===== src/common/fetch_pkg.sv =====
package fetch_pkg;

  // Widths of the core datapath
  localparam int unsigned PC_W       = 21;
  localparam int unsigned WORD_W     = 16;
  localparam int unsigned DATA_W     = 8;
  localparam int unsigned BANK_W     = 4;
  localparam int unsigned DADDR_W    = 12;

  // Reset values
  localparam logic [PC_W-1:0]   RESET_VECTOR = 21'h000000;
  localparam logic [WORD_W-1:0] NOP_WORD     = 16'h0000;
  localparam logic [DATA_W-1:0] BYTE_RST     = 8'h00;
  localparam logic [BANK_W-1:0] BANK_RST     = 4'h0;

  // Instruction stepping in bytes and second-word marker
  localparam logic [PC_W-1:0]   PC_STEP      = 21'h000002;
  localparam logic [3:0]        SECOND_MARK  = 4'hF;
  localparam int unsigned       LIT_W        = 12;

  // Quadrature phase codes, one-hot
  typedef enum logic [3:0] {
    PH_ONE   = 4'h1,
    PH_TWO   = 4'h2,
    PH_THREE = 4'h4,
    PH_FOUR  = 4'h8
  } phase_e;

  // Decoded control of the word in the execute stage
  typedef enum logic [7:0] {
    OP_PLAIN     = 8'h01,
    OP_JUMP      = 8'h02,
    OP_CALL      = 8'h04,
    OP_BRANCH    = 8'h08,
    OP_RET       = 8'h10,
    OP_RETI      = 8'h20,
    OP_ADD_LOW   = 8'h40,
    OP_TABLE_RD  = 8'h80
  } op_e;

  // Context held by the one-level shadow copies
  typedef struct packed {
    logic [DATA_W-1:0] status;
    logic [DATA_W-1:0] working;
    logic [BANK_W-1:0] bank;
  } context_s;

  // Decoded execute request from the datapath
  typedef struct packed {
    op_e               op;
    logic              fast;
    logic [PC_W-2:0]   target_word;
    logic [10:0]       rel_words;
    logic              two_word;
  } exec_req_s;

  // Data memory access of one instruction cycle
  typedef struct packed {
    logic               rd;
    logic               wr;
    logic [DADDR_W-1:0] addr;
    logic [DATA_W-1:0]  wdata;
  } dmem_req_s;

endpackage


===== src/hdl/cpu_fetch_pipeline_fast_stack.sv =====
`timescale 1ns/100ps
// How it works
// - Keep one shadow copy of status, working and bank; load on interrupt vector.
// - Shadow copies have no software access; only hardware loads and fast returns.
// - Fast return-from-interrupt copies all three shadow values back.
// - A nested high-priority interrupt overwrites shadow values saved by low entry.
// - Fast call saves the three values; fast subroutine return restores them.
// - Adding working to counter low byte advances counter by that many bytes.
// - Table reads use a byte pointer and one-byte latch, one byte per transfer.
// - Divide clock by four into four one-hot phases forming one cycle.
// - Counter increments in phase one; fetched word latched in phase four.
// - Operand read in phase two, result written in phase four.
// - Fetch overlaps execute, giving one instruction per cycle.
// - Counter-changing instructions flush the fetched word and take two cycles.
// - Counter steps by two and its low bit always stays zero.
// - Absolute jump and call load their word address into counter bits 20:1.
// - Branch offsets count single-word instructions, not bytes.
// - Second words carry 1111 on top and twelve literal bits.
// - A lone 1111 word executes as no-operation; after its first word it is consumed.
module cpu_fetch_pipeline_fast_stack
  import fetch_pkg::*;
#(
  parameter int unsigned ADDR_W = PC_W
) (
  // Clock and reset
  input  wire logic              clock_in,
  input  wire logic              rst_b_in,
  // Program memory
  output logic [PC_W-1:0]        pmem_addr_out,
  input  wire logic [WORD_W-1:0] pmem_word_in,
  // Decoded execute request and interrupt entry
  input  wire exec_req_s         exec_req_in,
  input  wire logic              irq_vector_in,
  input  wire logic [PC_W-1:0]   irq_addr_in,
  input  wire logic [PC_W-1:0]   ret_addr_in,
  // Live context and its updates from the ALU
  input  wire context_s          ctx_next_in,
  input  wire logic              ctx_we_in,
  output context_s               ctx_out,
  // Table pointer load and program byte read
  input  wire logic              tbl_ptr_we_in,
  input  wire logic [PC_W-1:0]   tbl_ptr_in,
  output logic [PC_W-1:0]        tbl_ptr_out,
  output logic [DATA_W-1:0]      tbl_latch_out,
  // Data memory
  input  wire dmem_req_s         dmem_req_in,
  output logic                   dmem_rd_out,
  output logic                   dmem_wr_out,
  output logic [DADDR_W-1:0]     dmem_addr_out,
  output logic [DATA_W-1:0]      dmem_wdata_out,
  // Pipeline status
  output phase_e                 phase_out,
  output logic [WORD_W-1:0]      instr_out,
  output logic                   exec_valid_out,
  output logic                   lone_second_out,
  output logic [PC_W-1:0]        pc_out
);

  // Only the full 21-bit counter is served; refuse anything else at elaboration
  if (ADDR_W != PC_W) begin : g_width_check
    $error("ADDR_W must equal the 21-bit counter width");
  end

  phase_e            phase_r;
  logic [PC_W-1:0]   pc_r;
  logic [PC_W-1:0]   pc_nxt;
  logic [WORD_W-1:0] ir_r;
  logic              valid_r;
  logic              flush_r;
  logic              second_due_r;
  context_s          ctx_r;
  context_s          shadow_r;
  logic [PC_W-1:0]   tbl_ptr_r;
  logic [DATA_W-1:0] tbl_latch_r;
  logic              redirect;
  logic              is_second;
  logic              tbl_fetch;

  // True when a word carries the second-word marker
  function automatic logic second_word(input logic [WORD_W-1:0] w);
    return w[WORD_W-1 -: 4] == SECOND_MARK;
  endfunction

  // Forces the byte address onto a word boundary
  function automatic logic [PC_W-1:0] align(input logic [PC_W-1:0] a);
    return {a[PC_W-1:1], 1'b0};
  endfunction

  ////////////////////////////////////////////////////////////////////////////
  // Phase generator

  // One-hot ring; four input clocks make one instruction cycle
  always_ff @(posedge clock_in or negedge rst_b_in) begin
    if (!rst_b_in) begin
      phase_r <= PH_ONE;
    end else begin
      case (phase_r)
        PH_ONE:   phase_r <= PH_TWO;
        PH_TWO:   phase_r <= PH_THREE;
        PH_THREE: phase_r <= PH_FOUR;
        PH_FOUR:  phase_r <= PH_ONE;
        default:  phase_r <= PH_ONE;
      endcase
    end
  end

  ////////////////////////////////////////////////////////////////////////////
  // Execute-stage qualification

  // A lone second word, or one behind a flush, acts as no-operation
  assign is_second = second_word(ir_r);
  assign redirect  = valid_r && !flush_r && !is_second && (exec_req_in.op != OP_PLAIN)
                     && (exec_req_in.op != OP_TABLE_RD);

  // Next counter value, chosen at the end of the execute cycle
  always_comb begin
    pc_nxt = pc_r;
    case (exec_req_in.op)
      OP_JUMP, OP_CALL:
        pc_nxt = {exec_req_in.target_word, 1'b0};
      OP_BRANCH:
        pc_nxt = align(pc_r + {{(PC_W-12){exec_req_in.rel_words[10]}},
                               exec_req_in.rel_words, 1'b0});
      OP_ADD_LOW:
        pc_nxt = align(pc_r - PC_STEP + {13'h0000, ctx_r.working});
      OP_RET, OP_RETI:
        pc_nxt = align(ret_addr_in);
      default:
        pc_nxt = pc_r;
    endcase
  end

  ////////////////////////////////////////////////////////////////////////////
  // Program counter

  // Steps by two in phase one; redirects in phase four, low bit pinned to zero
  always_ff @(posedge clock_in or negedge rst_b_in) begin
    if (!rst_b_in) begin
      pc_r <= RESET_VECTOR;
    end else if (phase_r == PH_FOUR && irq_vector_in) begin
      pc_r <= align(irq_addr_in);
    end else if (phase_r == PH_FOUR && redirect) begin
      pc_r <= pc_nxt;
    end else if (phase_r == PH_ONE) begin
      pc_r <= align(pc_r + PC_STEP);
    end
  end

  ////////////////////////////////////////////////////////////////////////////
  // Fetch and instruction holding register

  // Phase three lends the port to an executing table read
  assign tbl_fetch = (phase_r == PH_THREE) && valid_r && !flush_r && !is_second
                     && (exec_req_in.op == OP_TABLE_RD);

  // The address is the counter before its phase-one step. The fetched word is
  // only latched in phase four, so borrowing phase three costs no cycle.
  assign pmem_addr_out = tbl_fetch ? align(tbl_ptr_r) :
                         (phase_r == PH_ONE) ? pc_r : align(pc_r - PC_STEP);

  // Word latched in phase four; overlaps the execute of the previous word
  always_ff @(posedge clock_in or negedge rst_b_in) begin
    if (!rst_b_in) begin
      ir_r    <= NOP_WORD;
      valid_r <= 1'b0;
      flush_r <= 1'b0;
    end else if (phase_r == PH_FOUR) begin
      ir_r    <= pmem_word_in;
      valid_r <= 1'b1;
      flush_r <= redirect || irq_vector_in;
    end
  end

  // Tracks whether the next word directly follows a two-word opener
  always_ff @(posedge clock_in or negedge rst_b_in) begin
    if (!rst_b_in) begin
      second_due_r <= 1'b0;
    end else if (phase_r == PH_FOUR) begin
      second_due_r <= valid_r && !flush_r && !is_second && exec_req_in.two_word
                      && !redirect;
    end
  end

  // Flags a marker word reached alone; it does nothing
  assign lone_second_out = valid_r && is_second && !second_due_r;

  ////////////////////////////////////////////////////////////////////////////
  // Context and shadow copies

  // Live registers; a fast return overrides the ALU write of that cycle
  always_ff @(posedge clock_in or negedge rst_b_in) begin
    if (!rst_b_in) begin
      ctx_r <= '{status: BYTE_RST, working: BYTE_RST, bank: BANK_RST};
    end else if (phase_r == PH_FOUR && redirect && exec_req_in.fast
                 && (exec_req_in.op == OP_RETI || exec_req_in.op == OP_RET)) begin
      ctx_r <= shadow_r;
    end else if (phase_r == PH_FOUR && ctx_we_in && valid_r && !flush_r && !is_second) begin
      ctx_r <= ctx_next_in;
    end
  end

  // No software path reaches the shadow; every vector reloads it
  always_ff @(posedge clock_in or negedge rst_b_in) begin
    if (!rst_b_in) begin
      shadow_r <= '{status: BYTE_RST, working: BYTE_RST, bank: BANK_RST};
    end else if (phase_r == PH_FOUR && irq_vector_in) begin
      shadow_r <= ctx_r;
    end else if (phase_r == PH_FOUR && redirect && exec_req_in.fast
                 && exec_req_in.op == OP_CALL) begin
      shadow_r <= ctx_r;
    end
  end

  ////////////////////////////////////////////////////////////////////////////
  // Table pointer and latch

  // One byte per transfer: odd pointer picks the high byte of the word
  always_ff @(posedge clock_in or negedge rst_b_in) begin
    if (!rst_b_in) begin
      tbl_ptr_r   <= RESET_VECTOR;
      tbl_latch_r <= BYTE_RST;
    end else begin
      if (tbl_ptr_we_in) begin
        tbl_ptr_r <= tbl_ptr_in;
      end
      // The word on the port is the one at the aligned pointer in this phase
      if (tbl_fetch) begin
        tbl_latch_r <= tbl_ptr_r[0] ? pmem_word_in[15:8] : pmem_word_in[7:0];
      end
    end
  end

  ////////////////////////////////////////////////////////////////////////////
  // Data memory strobes

  // Read only in phase two, write only in phase four, never for a no-op
  always_ff @(posedge clock_in or negedge rst_b_in) begin
    if (!rst_b_in) begin
      dmem_rd_out    <= 1'b0;
      dmem_wr_out    <= 1'b0;
      dmem_addr_out  <= '0;
      dmem_wdata_out <= BYTE_RST;
    end else begin
      dmem_rd_out    <= (phase_r == PH_ONE) && valid_r && !flush_r && !is_second
                        && dmem_req_in.rd;
      dmem_wr_out    <= (phase_r == PH_THREE) && valid_r && !flush_r && !is_second
                        && dmem_req_in.wr;
      dmem_addr_out  <= dmem_req_in.addr;
      dmem_wdata_out <= dmem_req_in.wdata;
    end
  end

  // Status outputs
  assign phase_out      = phase_r;
  assign instr_out      = ir_r;
  assign exec_valid_out = valid_r && !flush_r && !is_second;
  assign pc_out         = pc_r;
  assign ctx_out        = ctx_r;
  assign tbl_ptr_out    = tbl_ptr_r;
  assign tbl_latch_out  = tbl_latch_r;
endmodule // cpu_fetch_pipeline_fast_stack


===== config.mk =====
export PLATFORM = sky130hd
export DESIGN_NAME = cpu_fetch_pipeline_fast_stack
export DESIGN_NICKNAME = d
export VERILOG_FILES = /design/src/common/fetch_pkg.sv /design/src/hdl/cpu_fetch_pipeline_fast_stack.sv
export SDC_FILE = /design/constraint.sdc
export NUM_CORES = 1
export LEC_CHECK = 0
export ABC_AREA = 1
export BUFFER_PORTS_ARGS = -buffer_cell sky130_fd_sc_hd__buf_2
export CAP_MARGIN = 30
export CORE_MARGIN = 5
export CORE_UTILIZATION = 50
export DETAILED_ROUTE_END_ITERATION = 8
export GPL_TIMING_DRIVEN = 0
export PLACE_DENSITY = 0.86
export SKIP_LAST_GASP = 1
export SYNTH_ARGS = -nofsm -noshare
export SYNTH_HDL_FRONTEND = slang
export SYNTH_SLANG_ARGS = --single-unit

===== constraint.sdc =====
create_clock -name clock_in -period 8.37 [get_ports clock_in]
set_input_delay 1.674 -clock clock_in [delete_from_list [all_inputs] [get_ports clock_in]]
set_output_delay 1.674 -clock clock_in [all_outputs]
set_load 0.01 [all_outputs]

==> impl_metrics.toml, run 1 <==
[status]
status = "finished clean"

[synthesis]
synth-async-reset-ratio_pct = 100.0
synth_top_family_by_area = "simple AND/OR/NAND/NOR gates"
synth_ff_type = "dfrtp_1"
synthXorXnorAreaFrac_pct = 1.318
synth-adder-area-share_pct = 4.195
synth_cells = 1352
synth.area.mux_share_pct = 0
synth-compound-area-share_pct = 16.97
synth_area_leader_cell = "dfrtp_1"
synth_area_per_cell_um2 = 6.883
synth_top_area_share_pct = 35.77
ys_seq_area_share_pct = 36.05
yosys_warnings = 0
ys_top_cells_by_area = "dfrtp_1, nand2_1, inv_1"
synth_cell_types = 44
synth-edff-count = 0
ys_ff_latch = 134
netlist_area_mm2 = 0.009305
synth-simple-area-share_pct = 31.64

[timing]
period_minus_slack_ps = 5363
max_freq_mhz = 186.5
skew_ps = 11.24
hold_viol = 0
slew_violations = 0
worst_slew_pin_slew_ps = 630.9
rsz0062_at_grt = "false"
tns_ps = 0
layout_setup_ws_ps = 3007
worst_hold_slack_ps = 483.1
relSlewSlack_pct = 57.94
finalCritPeriodShare_pct = 64.07
finalSetupViolations = 0

[global_routing]
grt.total_usage_pct = 32.51
grt.overflow.total = 0
grt_pass1_vias = 10659
grt_pass1_wl_um = 55740
grt_max_degree = 81
antenna_found_initial = 0

[power_and_ir_drop]
power_density_mw_per_mm2 = 212.7
switchingPower_uw = 982.9
ir_drop_mv = 0.1653
seqPwrFrac_pct = 32.2
p_int_mw = 1.504
cellLeakagePower_nw = 6.126
switching_share_pct = 39.52
pwr-share-clk_pct = 30.0
power_frac_comb_pct = 37.7

[worst_setup_path]
critPathCaptureType = "primary output"
worstPathArrival_ps = 3690
worstSetupStartpointType = "primary input"
crit_path_max_fanout = 10
worstPathRequired_ps = 6700
criticalPathCategory = "in2out"

[finish]
diodes = 0
fin_area_mm2 = 0.01169
nets = 1867
layout-drive-gt1-share_pct = 24.12
syn2layout_area_growth_pct = 25.67

[floorplanning]
die_h_um = 146.4
start_util_pct = 51.28
die_x_um = 146.4
num_rows = 49
fp.coreArea_mm2 = 0.01815
dieArea_mm2 = 0.02144
io_pins = 302

[routing]
firstDrtPassIters = 5
drc = 0
drt_wl_total_um = 35290
ant_nets = 0
viasPerCell = 5.592
drt-initial-drc-count = 871
num_vias = 10692
wl_per_cell_um = 18.46

[cts]
hold_buffers = 0
clk_path_buf_depth = 2
numCtsBuffers = 17
cts_num_sinks = 134
clk_pin_slew_ps = 50
cts_resized = 0
clock_latency_ps = 430
cts_tree = "built"
htreeDepth = 4
root_buffer = "clkbuf_16"
cts_setup_buffers = 0

[min_path]
hp-class = "reg2reg"

[placement]
hpwlAfterDp_um = 28230
dp_slack_ps = 3003
placed_cell_area_mm2 = 0.01112
portBuffers = 297
gp_congestion = 1.032

[flow_run]
cap_violations = 0
## critical path, cell delays in order
cell and delay, ps:
buf_2 120, nor2_1 160, nand3_1 170, nor4_2 230
nand2_1 230, clkinv_1 170, clkbuf_1 410, a21oi_1 70
o21ai_0 150, o21ai_0 130, buf_2 160
## cell families (layout without fill, tap and decap cells)
| family | Yosys count | in the layout |
|---|---|---|
| DFF | 134 | 134 |
| buffers and inverters | 223 | 553 |
| adders and majority gates | 30 | 30 |
| and+or+nand+nor | 670 | 670 |
| other | 1 | 2 |
| AOI/OAI and AO/OA | 280 | 280 |
| xor gates and xnor gates | 14 | 14 |
## cell type report
class | count | area, um2
Timing Repair Buffer | 298 | 1520
Clock buffer | 22 | 454.2
Tap cell | 229 | 286.5
Inverter | 164 | 615.6
Sequential cell | 134 | 3354
Fill cell | 1616 | 6454
Clock inverter | 10 | 123.9
Buffer | 59 | 295.3
Multi-Input combinational cell | 996 | 5044
## state kept, by name, summed over array words and instances, names as in the netlist
name and flops:
tbl_latch_out 8, shadow_r 20, second_due_r 1, ctx_out 20, dmem_wr_out 1, dmem_wdata_out 8
instr_out 16, valid_r 1, dmem_rd_out 1, tbl_ptr_out 21, dmem_addr_out 12, phase_out 4
flush_r 1, pc_out 20
## final timing paths
path	from	endpoint	slack (ps)	cells past startpoint
max in group asynchronous	rst_b_in	pc_out[16]$_DFFE_PN0P_	6370	2
worst min register to register	instr_out[4]$_DFFE_PN0N_	instr_out[4]$_DFFE_PN0N_	480	2
min in group asynchronous	rst_b_in	ctx_out[13]$_DFFE_PN0P_	1190	1
worst max register to register	pc_out[1]$_DFFE_PN0P_	pc_out[10]$_DFFE_PN0P_	4810	18
worst max-delay path	exec_req_in[33]	pmem_addr_out[14]	3010	11
worst min-delay path	instr_out[4]$_DFFE_PN0N_	instr_out[4]$_DFFE_PN0N_	480	2
## Yosys cell counts, types with 6 or more instances
cell / number
inv_2: 6
ha_1: 28
nand2_1: 356
dfrtp_1: 133
nor2_4: 7
a21oi_1: 92
nand4_1: 14
o211ai_1: 29
o21ai_0: 107
xor2_1: 12
nor2_1: 121
nor2_2: 16
o21ai_1: 7
inv_1: 156
nand3_1: 117
nand2_2: 14
a22oi_1: 14
a31oi_1: 11
nor3_1: 7
clkbuf_1: 35
buf_2: 14
## metrics by stage
| step | cells | power, mW | util [%] |
|---|---|---|---|
| after detailed placement | 1880 | 1.717 | 61.25 |
| after global routing | 1912 | 2.635 | 64.44 |
| final | 1912 | 2.487 | 64.44 |
| after CTS | 1912 | 2.472 | 64.44 |
| after global placement | 1879 | 1.690 | 61.07 |
| after floorplan | 1353 | 1.396 | - |
## placed cells by master, fill, tap and decap left out, drive strengths merged, types with 5 or more instances in the layout
cell type  netlist  final
nand2          373    373
o21bai           5      5
a31oi           11     11
xor2            12     12
nand3          121    121
inv            162    164
buf             24    322
o211ai          29     29
a22oi           14     14
dfrtp          133    133
nor3             7      7
clkinv           2      6
ha              28     28
a21oi           92     92
nand4           14     14
clkbuf          35     57
o21ai          114    114
nor2           146    146
## metal layers
metal  global-route usage, %  share of wire [%]
met1                   39.31                 38
met3                   8.150                9.7
met2                   54.78                 48
met5                       0                  0
met4                   14.82                4.4
## power by group through the flow
stage | clock (mW) | combinational, mW | sequential, mW
after global routing | 0.784 | 1.04 | 0.809
final | 0.747 | 0.938 | 0.802
after detailed placement | 0 | 0.909 | 0.808
after floorplan | 0 | 0.578 | 0.817
after CTS | 0.751 | 0.923 | 0.798
after global placement | 0 | 0.884 | 0.806
Note: power is estimated with default switching activity, not from simulation.
==> run 2: changes to the inputs <==
Settings changed: ABC_AREA 1 to 0, CORE_UTILIZATION 50 to 46, PLACE_DENSITY 0.86 to 0.84.
Clock period 8.37 ns to 4.4 ns, I/O delays scaled along.
==> run 2 against run 1 <==
Die area is 2.7% higher. Global-route usage is 3.8 points lower. Routed wire length is 9.1% lower. Setup slack worse by 2600 ps. Via count is 14% lower. Total power is 92% higher. Sequential share of layout area is 1.1 points higher. Synthesized area is 5.3% lower. Synthesized cell count is 28% lower. Largest cell class unchanged. Highest routed layer is now met5.
==> impl_metrics.toml, run 2 <==
[timing]
rsz0062_at_grt = "false"
skew_ps = 10.72
layout_setup_ws_ps = 402.9
slew_violations = 0
tns_ps = 0
worst_hold_slack_ps = 335.8
finalCritPeriodShare_pct = 90.84
max_freq_mhz = 250.2
worst_slew_pin_slew_ps = 1042
relSlewSlack_pct = 29.98
finalSetupViolations = 0
period_minus_slack_ps = 3997
hold_viol = 0

[global_routing]
grt_max_degree = 103
grt.total_usage_pct = 28.69
grt.overflow.total = 0
antenna_found_initial = 4
grt_pass1_vias = 9054
grt_pass1_wl_um = 49580

[worst_setup_path]
critPathBufInv = 4
r2r-start = "pc_out[1]$_DFFE_PN0P_"
worstSetupStartpointType = "flip-flop"
cp_slowest_cell = "or4b_2"
max_stage_delay_ps = 590
crit_path_max_fanout = 10
worstPathRequired_ps = 3520
rr_worst_depth = 15
path_cells = "or4b_2 -> clkbuf_1 -> clkinv_1 -> clkbuf_2 -> nor2_1 -> xnor2_1 -> a21oi_1 -> buf_2"
critPathCaptureType = "primary output"
criticalPathCategory = "reg2out"
critPathTopFamily = "buffers and inverters"
r2r-end = "pc_out[17]$_DFFE_PN0P_"
r2r_setup_slack_ps = 500
worstPathArrival_ps = 3120

[power_and_ir_drop]
seqPwrFrac_pct = 32.6
cellLeakagePower_nw = 5.307
pwr-share-clk_pct = 31.5
switching_share_pct = 37.19
ir_drop_mv = 0.3225
switchingPower_mw = 1.776
power_frac_comb_pct = 35.9
p_int_mw = 3.001
power_density_mw_per_mm2 = 424.9

[synthesis]
synth-edff-count = 0
netlist_area_mm2 = 0.008810
synth_cells = 974
ys_seq_area_share_pct = 38.08
synth-async-reset-ratio_pct = 100.0
synth_cell_types = 83
synth_area_leader_cell = "dfrtp_1"
yosys_warnings = 0
synth_ff_type = "dfrtp_1"
yosysMostFrequentCell = "dfrtp_1"
synth_top_area_share_pct = 37.78
synth_area_per_cell_um2 = 9.045
ys_ff_latch = 134
ys_top_cells_by_area = "dfrtp_1, mux2_2, nand2_1"
synthTopCellsByCount = "dfrtp_1, nand2_1, nor2_1"

[cts]
clk_path_buf_depth = 2
cts_num_sinks = 134
numCtsBuffers = 17
root_buffer = "clkbuf_16"
htreeDepth = 4
cts_setup_buffers = 0
hold_buffers = 0
clock_latency_ps = 430
clk_pin_slew_ps = 70
cts_tree = "built"

[routing]
num_vias = 9185
viasPerCell = 5.968
drt_wl_total_um = 32080
drc = 0
wl_per_cell_um = 20.84
drt-initial-drc-count = 764
ant_nets = 0
firstDrtPassIters = 5

[floorplanning]
die_h_um = 148.4
io_pins = 302
dieArea_mm2 = 0.02202
fp.coreArea_mm2 = 0.01877
die_x_um = 148.4
start_util_pct = 46.94
num_rows = 50

[placement]
placed_cell_area_mm2 = 0.01064
dp_slack_ps = 488.4
portBuffers = 295
hpwlAfterDp_um = 24790
gp_congestion = 0.9969

[min_path]
hp-class = "in2async"

[finish]
nets = 1488
fin_area_mm2 = 0.01124
largest_reg_flops = 21
post-route-util_pct = 59.91
syn2layout_area_growth_pct = 27.64
fillerInstances = 1659
layout-drive-gt1-share_pct = 31.98
layout_commonest_cell = "buf_2"
mostFrequentLayoutCells = "buf_2, dfrtp_1, nand2_1"

[flow_run]
cap_violations = 0

[status]
status = "finished clean"
-- run 2: changes by cell type after synthesis, sizes merged, moves of 11 or more --
cell / previous run / this run
nor3: 7 / 23
nand3: 121 / 31
and3: 0 / 11
o21ai: 114 / 39
nor2: 146 / 101
xor2: 12 / 31
inv: 162 / 16
o211ai: 29 / 11
a221oi: 0 / 17
mux2: 0 / 44
nand2: 373 / 115
a21oi: 92 / 74
xnor2: 2 / 42
mux2i: 0 / 33
-- run 2: worst max path at each step --
stage | cells after the start | startpoint | slack [ps] | to
floorplan | 15 | pc_out[1]$_DFFE_PN0P_ | 1100 | pc_out[17]$_DFFE_PN0P_
global placement | 9 | exec_req_in[35] | 390 | pc_out[4]$_DFFE_PN0P_
detailed placement | 11 | exec_req_in[1] | 490 | pc_out[17]$_DFFE_PN0P_
CTS | 8 | phase_out[0]$_DFF_PN1_ | 110 | pmem_addr_out[7]
global route | 9 | phase_out[2]$_DFF_PN0_ | 220 | pmem_addr_out[14]
finish | 8 | phase_out[0]$_DFF_PN1_ | 400 | pmem_addr_out[7]
-- run 2: area by class of cell --
type | instances | area [um2] | share of cell area, %
Tap cell | 234 | 292.8 | 2.604
Multi-Input combinational cell | 761 | 5129 | 45.61
Clock inverter | 13 | 161.4 | 1.435
Sequential cell | 134 | 3354 | 29.83
Inverter | 17 | 63.81 | 0.5675
Buffer | 63 | 280.3 | 2.492
Timing Repair Buffer | 297 | 1518 | 13.50
Clock buffer | 19 | 442.9 | 3.939
Antenna cell | 1 | 2.502 | 0.02225
-- run 2: power by group through the flow --
stage	Sequential [mW]	Clock (mW)	Combinational, mW
global placement	1.56	0	1.64
finish	1.56	1.50	1.71
global route	1.58	1.58	1.86
detailed placement	1.57	0	1.68
floorplan	1.58	0	1.09
CTS	1.55	1.52	1.69
-- run 2: what timing repair did --
action                                  in CTS  in global routing
resized for setup                            0                  1
endpoints found under the setup margin       0                  3
endpoints found under the hold margin        0                  0
-- run 2: cell families after synthesis --
logic type	share of synthesized area (%)
adders and majority gates	4.431
DFF	38.08
AOI/OAI and AO/OA	17.34
xor gates and xnor gates	7.343
and+or+nand+nor	19.46
buffers and inverters	3.891
muxes	9.416
other	0.04257
-- run 2: through the flow --
stage	cells	total power [mW]
after floorplan	975	2.666
after global placement	1504	3.201
after detailed placement	1506	3.255
after CTS	1538	4.764
after global routing	1538	5.015
final	1539	4.777
-- run 2: routing by layer --
metal  part of all wire [%]  global-route usage [%]
met1                     39                   36.53
met2                     47                   46.91
met3                     10                   8.044
met4                    3.1                   10.39
met5                   0.11                       0
==> run 3: changes to the inputs <==
Settings changed: CORE_UTILIZATION 46 to 50, PLACE_DENSITY 0.84 to 0.87.
Clock period 4.4 ns to 4.2 ns, I/O delays scaled along.
==> run 3 against run 2 <==
Global-route usage grew 2.2 points. Setup slack worse by 110 ps. Sequential power up 4%. Critical path depth increased by 7. Utilization rose by 5.1 points. Combinational power is 5% higher. Critical path type is now reg2reg.
==> impl_metrics.toml, run 3 (same netlist as run 2, synthesis figures left out) <==
[floorplanning]
die_x_um = 142.7
io_pins = 302
dieArea_mm2 = 0.02037
start_util_pct = 50.93
fp.coreArea_mm2 = 0.01730
die_h_um = 142.7
num_rows = 48

[routing]
drt_wl_total_um = 31970
viasPerCell = 6.037
drt-initial-drc-count = 974
firstDrtPassIters = 6
num_vias = 9236
wl_per_cell_um = 20.90
drc = 0
ant_nets = 0

[cts]
cts_num_sinks = 134
root_buffer = "clkbuf_16"
cts_resized = 0
clock_latency_ps = 440
hold_buffers = 0
htreeDepth = 4
clk_path_buf_depth = 2
cts_setup_buffers = 0
clk_pin_slew_ps = 70
numCtsBuffers = 17
cts_tree = "built"

[global_routing]
antenna_found_initial = 3
grt.total_usage_pct = 30.88
grt.overflow.total = 0
grt_max_degree = 103
grt_pass1_vias = 9229
grt_pass1_wl_um = 49050

[worst_setup_path]
crit_path_max_fanout = 10
critPathCaptureType = "flip-flop"
r2r-start = "pc_out[1]$_DFFE_PN0P_"
worstPathRequired_ps = 4530
worstSetupStartpointType = "flip-flop"
worstPathArrival_ps = 4240
criticalPathCategory = "reg2reg"
r2r_setup_slack_ps = 300
rr_worst_depth = 15
r2r-end = "pc_out[17]$_DFFE_PN0P_"

[finish]
layout-drive-gt1-share_pct = 32.06
largest_reg_flops = 21
layout_commonest_cell = "buf_2"
nets = 1488
final_cells = 1530
syn2layout_area_growth_pct = 27.68
fillerInstances = 1455
mostFrequentLayoutCells = "buf_2, dfrtp_1, nand2_1"

[placement]
dp_slack_ps = 287.5
portBuffers = 295
dp_cells = 1497
gp_congestion = 0.9519
hpwlAfterDp_um = 24510

[timing]
skew_ps = 13.57
period_minus_slack_ps = 3903
layout_setup_ws_ps = 296.9
slew_violations = 0
rsz0062_at_grt = "false"
finalSetupViolations = 0
relSlewSlack_pct = 28.65
worst_slew_pin_slew_ps = 1070
hold_viol = 0
finalCritPeriodShare_pct = 92.93
tns_ps = 0
max_freq_mhz = 256.2

[power_and_ir_drop]
cellLeakagePower_nw = 5.316
power_density_mw_per_mm2 = 442.0
switchingPower_mw = 1.930
ir_drop_mv = 0.3636
power_frac_comb_pct = 36.1
seqPwrFrac_pct = 32.9
p_int_mw = 3.042
switching_share_pct = 38.81
pwr-share-clk_pct = 31.0

[min_path]
hp-class = "in2async"

[status]
status = "finished clean"

[flow_run]
cap_violations = 0
[run 3: changes by cell type in the layout (fill, tap and decap cells not counted), sizes merged]
cell and change:
bufinv -2, clkinvlp -2, clkbuf -2, inv +1, clkinv +5
[run 3: critical path, cell delays in order, from the launching register on]
cell,delay (ps)
dfrtp_1,660
inv_1,150
ha_1,300
nand2b_1,90
buf_2,200
nor2_1,80
xor2_1,170
ha_1,330
o21a_1,140
o31a_1,160
o21a_1,160
o221a_2,280
or3b_1,410
mux2i_1,130
o311a_1,320
a221oi_2,220
[run 3: how the worst max path moves through the flow]
| stage | slack [ps] | end | from | cells past startpoint |
|---|---|---|---|---|
| detailed placement | 290 | pc_out[17]$_DFFE_PN0P_ | exec_req_in[1] | 11 |
| global route | 5 | pmem_addr_out[19] | pc_out[1]$_DFFE_PN0P_ | 9 |
| floorplan | 900 | pc_out[17]$_DFFE_PN0P_ | pc_out[1]$_DFFE_PN0P_ | 15 |
| CTS | 30 | pmem_addr_out[18] | phase_out[0]$_DFF_PN1_ | 8 |
| finish | 300 | pc_out[17]$_DFFE_PN0P_ | pc_out[1]$_DFFE_PN0P_ | 15 |
| global placement | 260 | pc_out[4]$_DFFE_PN0P_ | exec_req_in[35] | 9 |
[run 3: power groups by stage]
stage / logic (mW) / registers (mW) / clock network [mW]
floorplan: 1.14 / 1.66 / 0
global placement: 1.70 / 1.64 / 0
detailed placement: 1.75 / 1.65 / 0
CTS: 1.77 / 1.63 / 1.56
global route: 1.95 / 1.65 / 1.63
finish: 1.79 / 1.63 / 1.54
[run 3: metal layers]
metal / up-vias / routed length (um) / global-route usage [%]
met1: 4357 / 12180 / 37.84
met2: 595 / 15130 / 50.64
li1: 4176 / - / -
met4: 4 / 1212 / 13.96
met5: - / 25 / 0
met3: 104 / 3421 / 8.908
[run 3: final cells by class]
cell class	count	area, um2	area share (%)
Inverter	17	63.81	0.5673
Sequential cell	134	3354	29.82
Multi-Input combinational cell	761	5129	45.60
Buffer	63	280.3	2.492
Tap cell	225	281.5	2.503
Clock inverter	15	193.9	1.724
Antenna cell	1	2.502	0.02225
Clock buffer	17	425.4	3.782
Timing Repair Buffer	297	1518	13.49
[run 3: stage by stage]
stage               util, %  total power [mW]  hold WS [ps]  area (um2)
detailed placement    61.43             3.401         460.5       10630
global route          65.03             5.230         307.8       11250
CTS                   65.01             4.955         295.7       11240
global placement      61.12             3.341         454.0       10570
finish                65.03             4.972         293.1       11250
floorplan                 -             2.793         441.6        8813
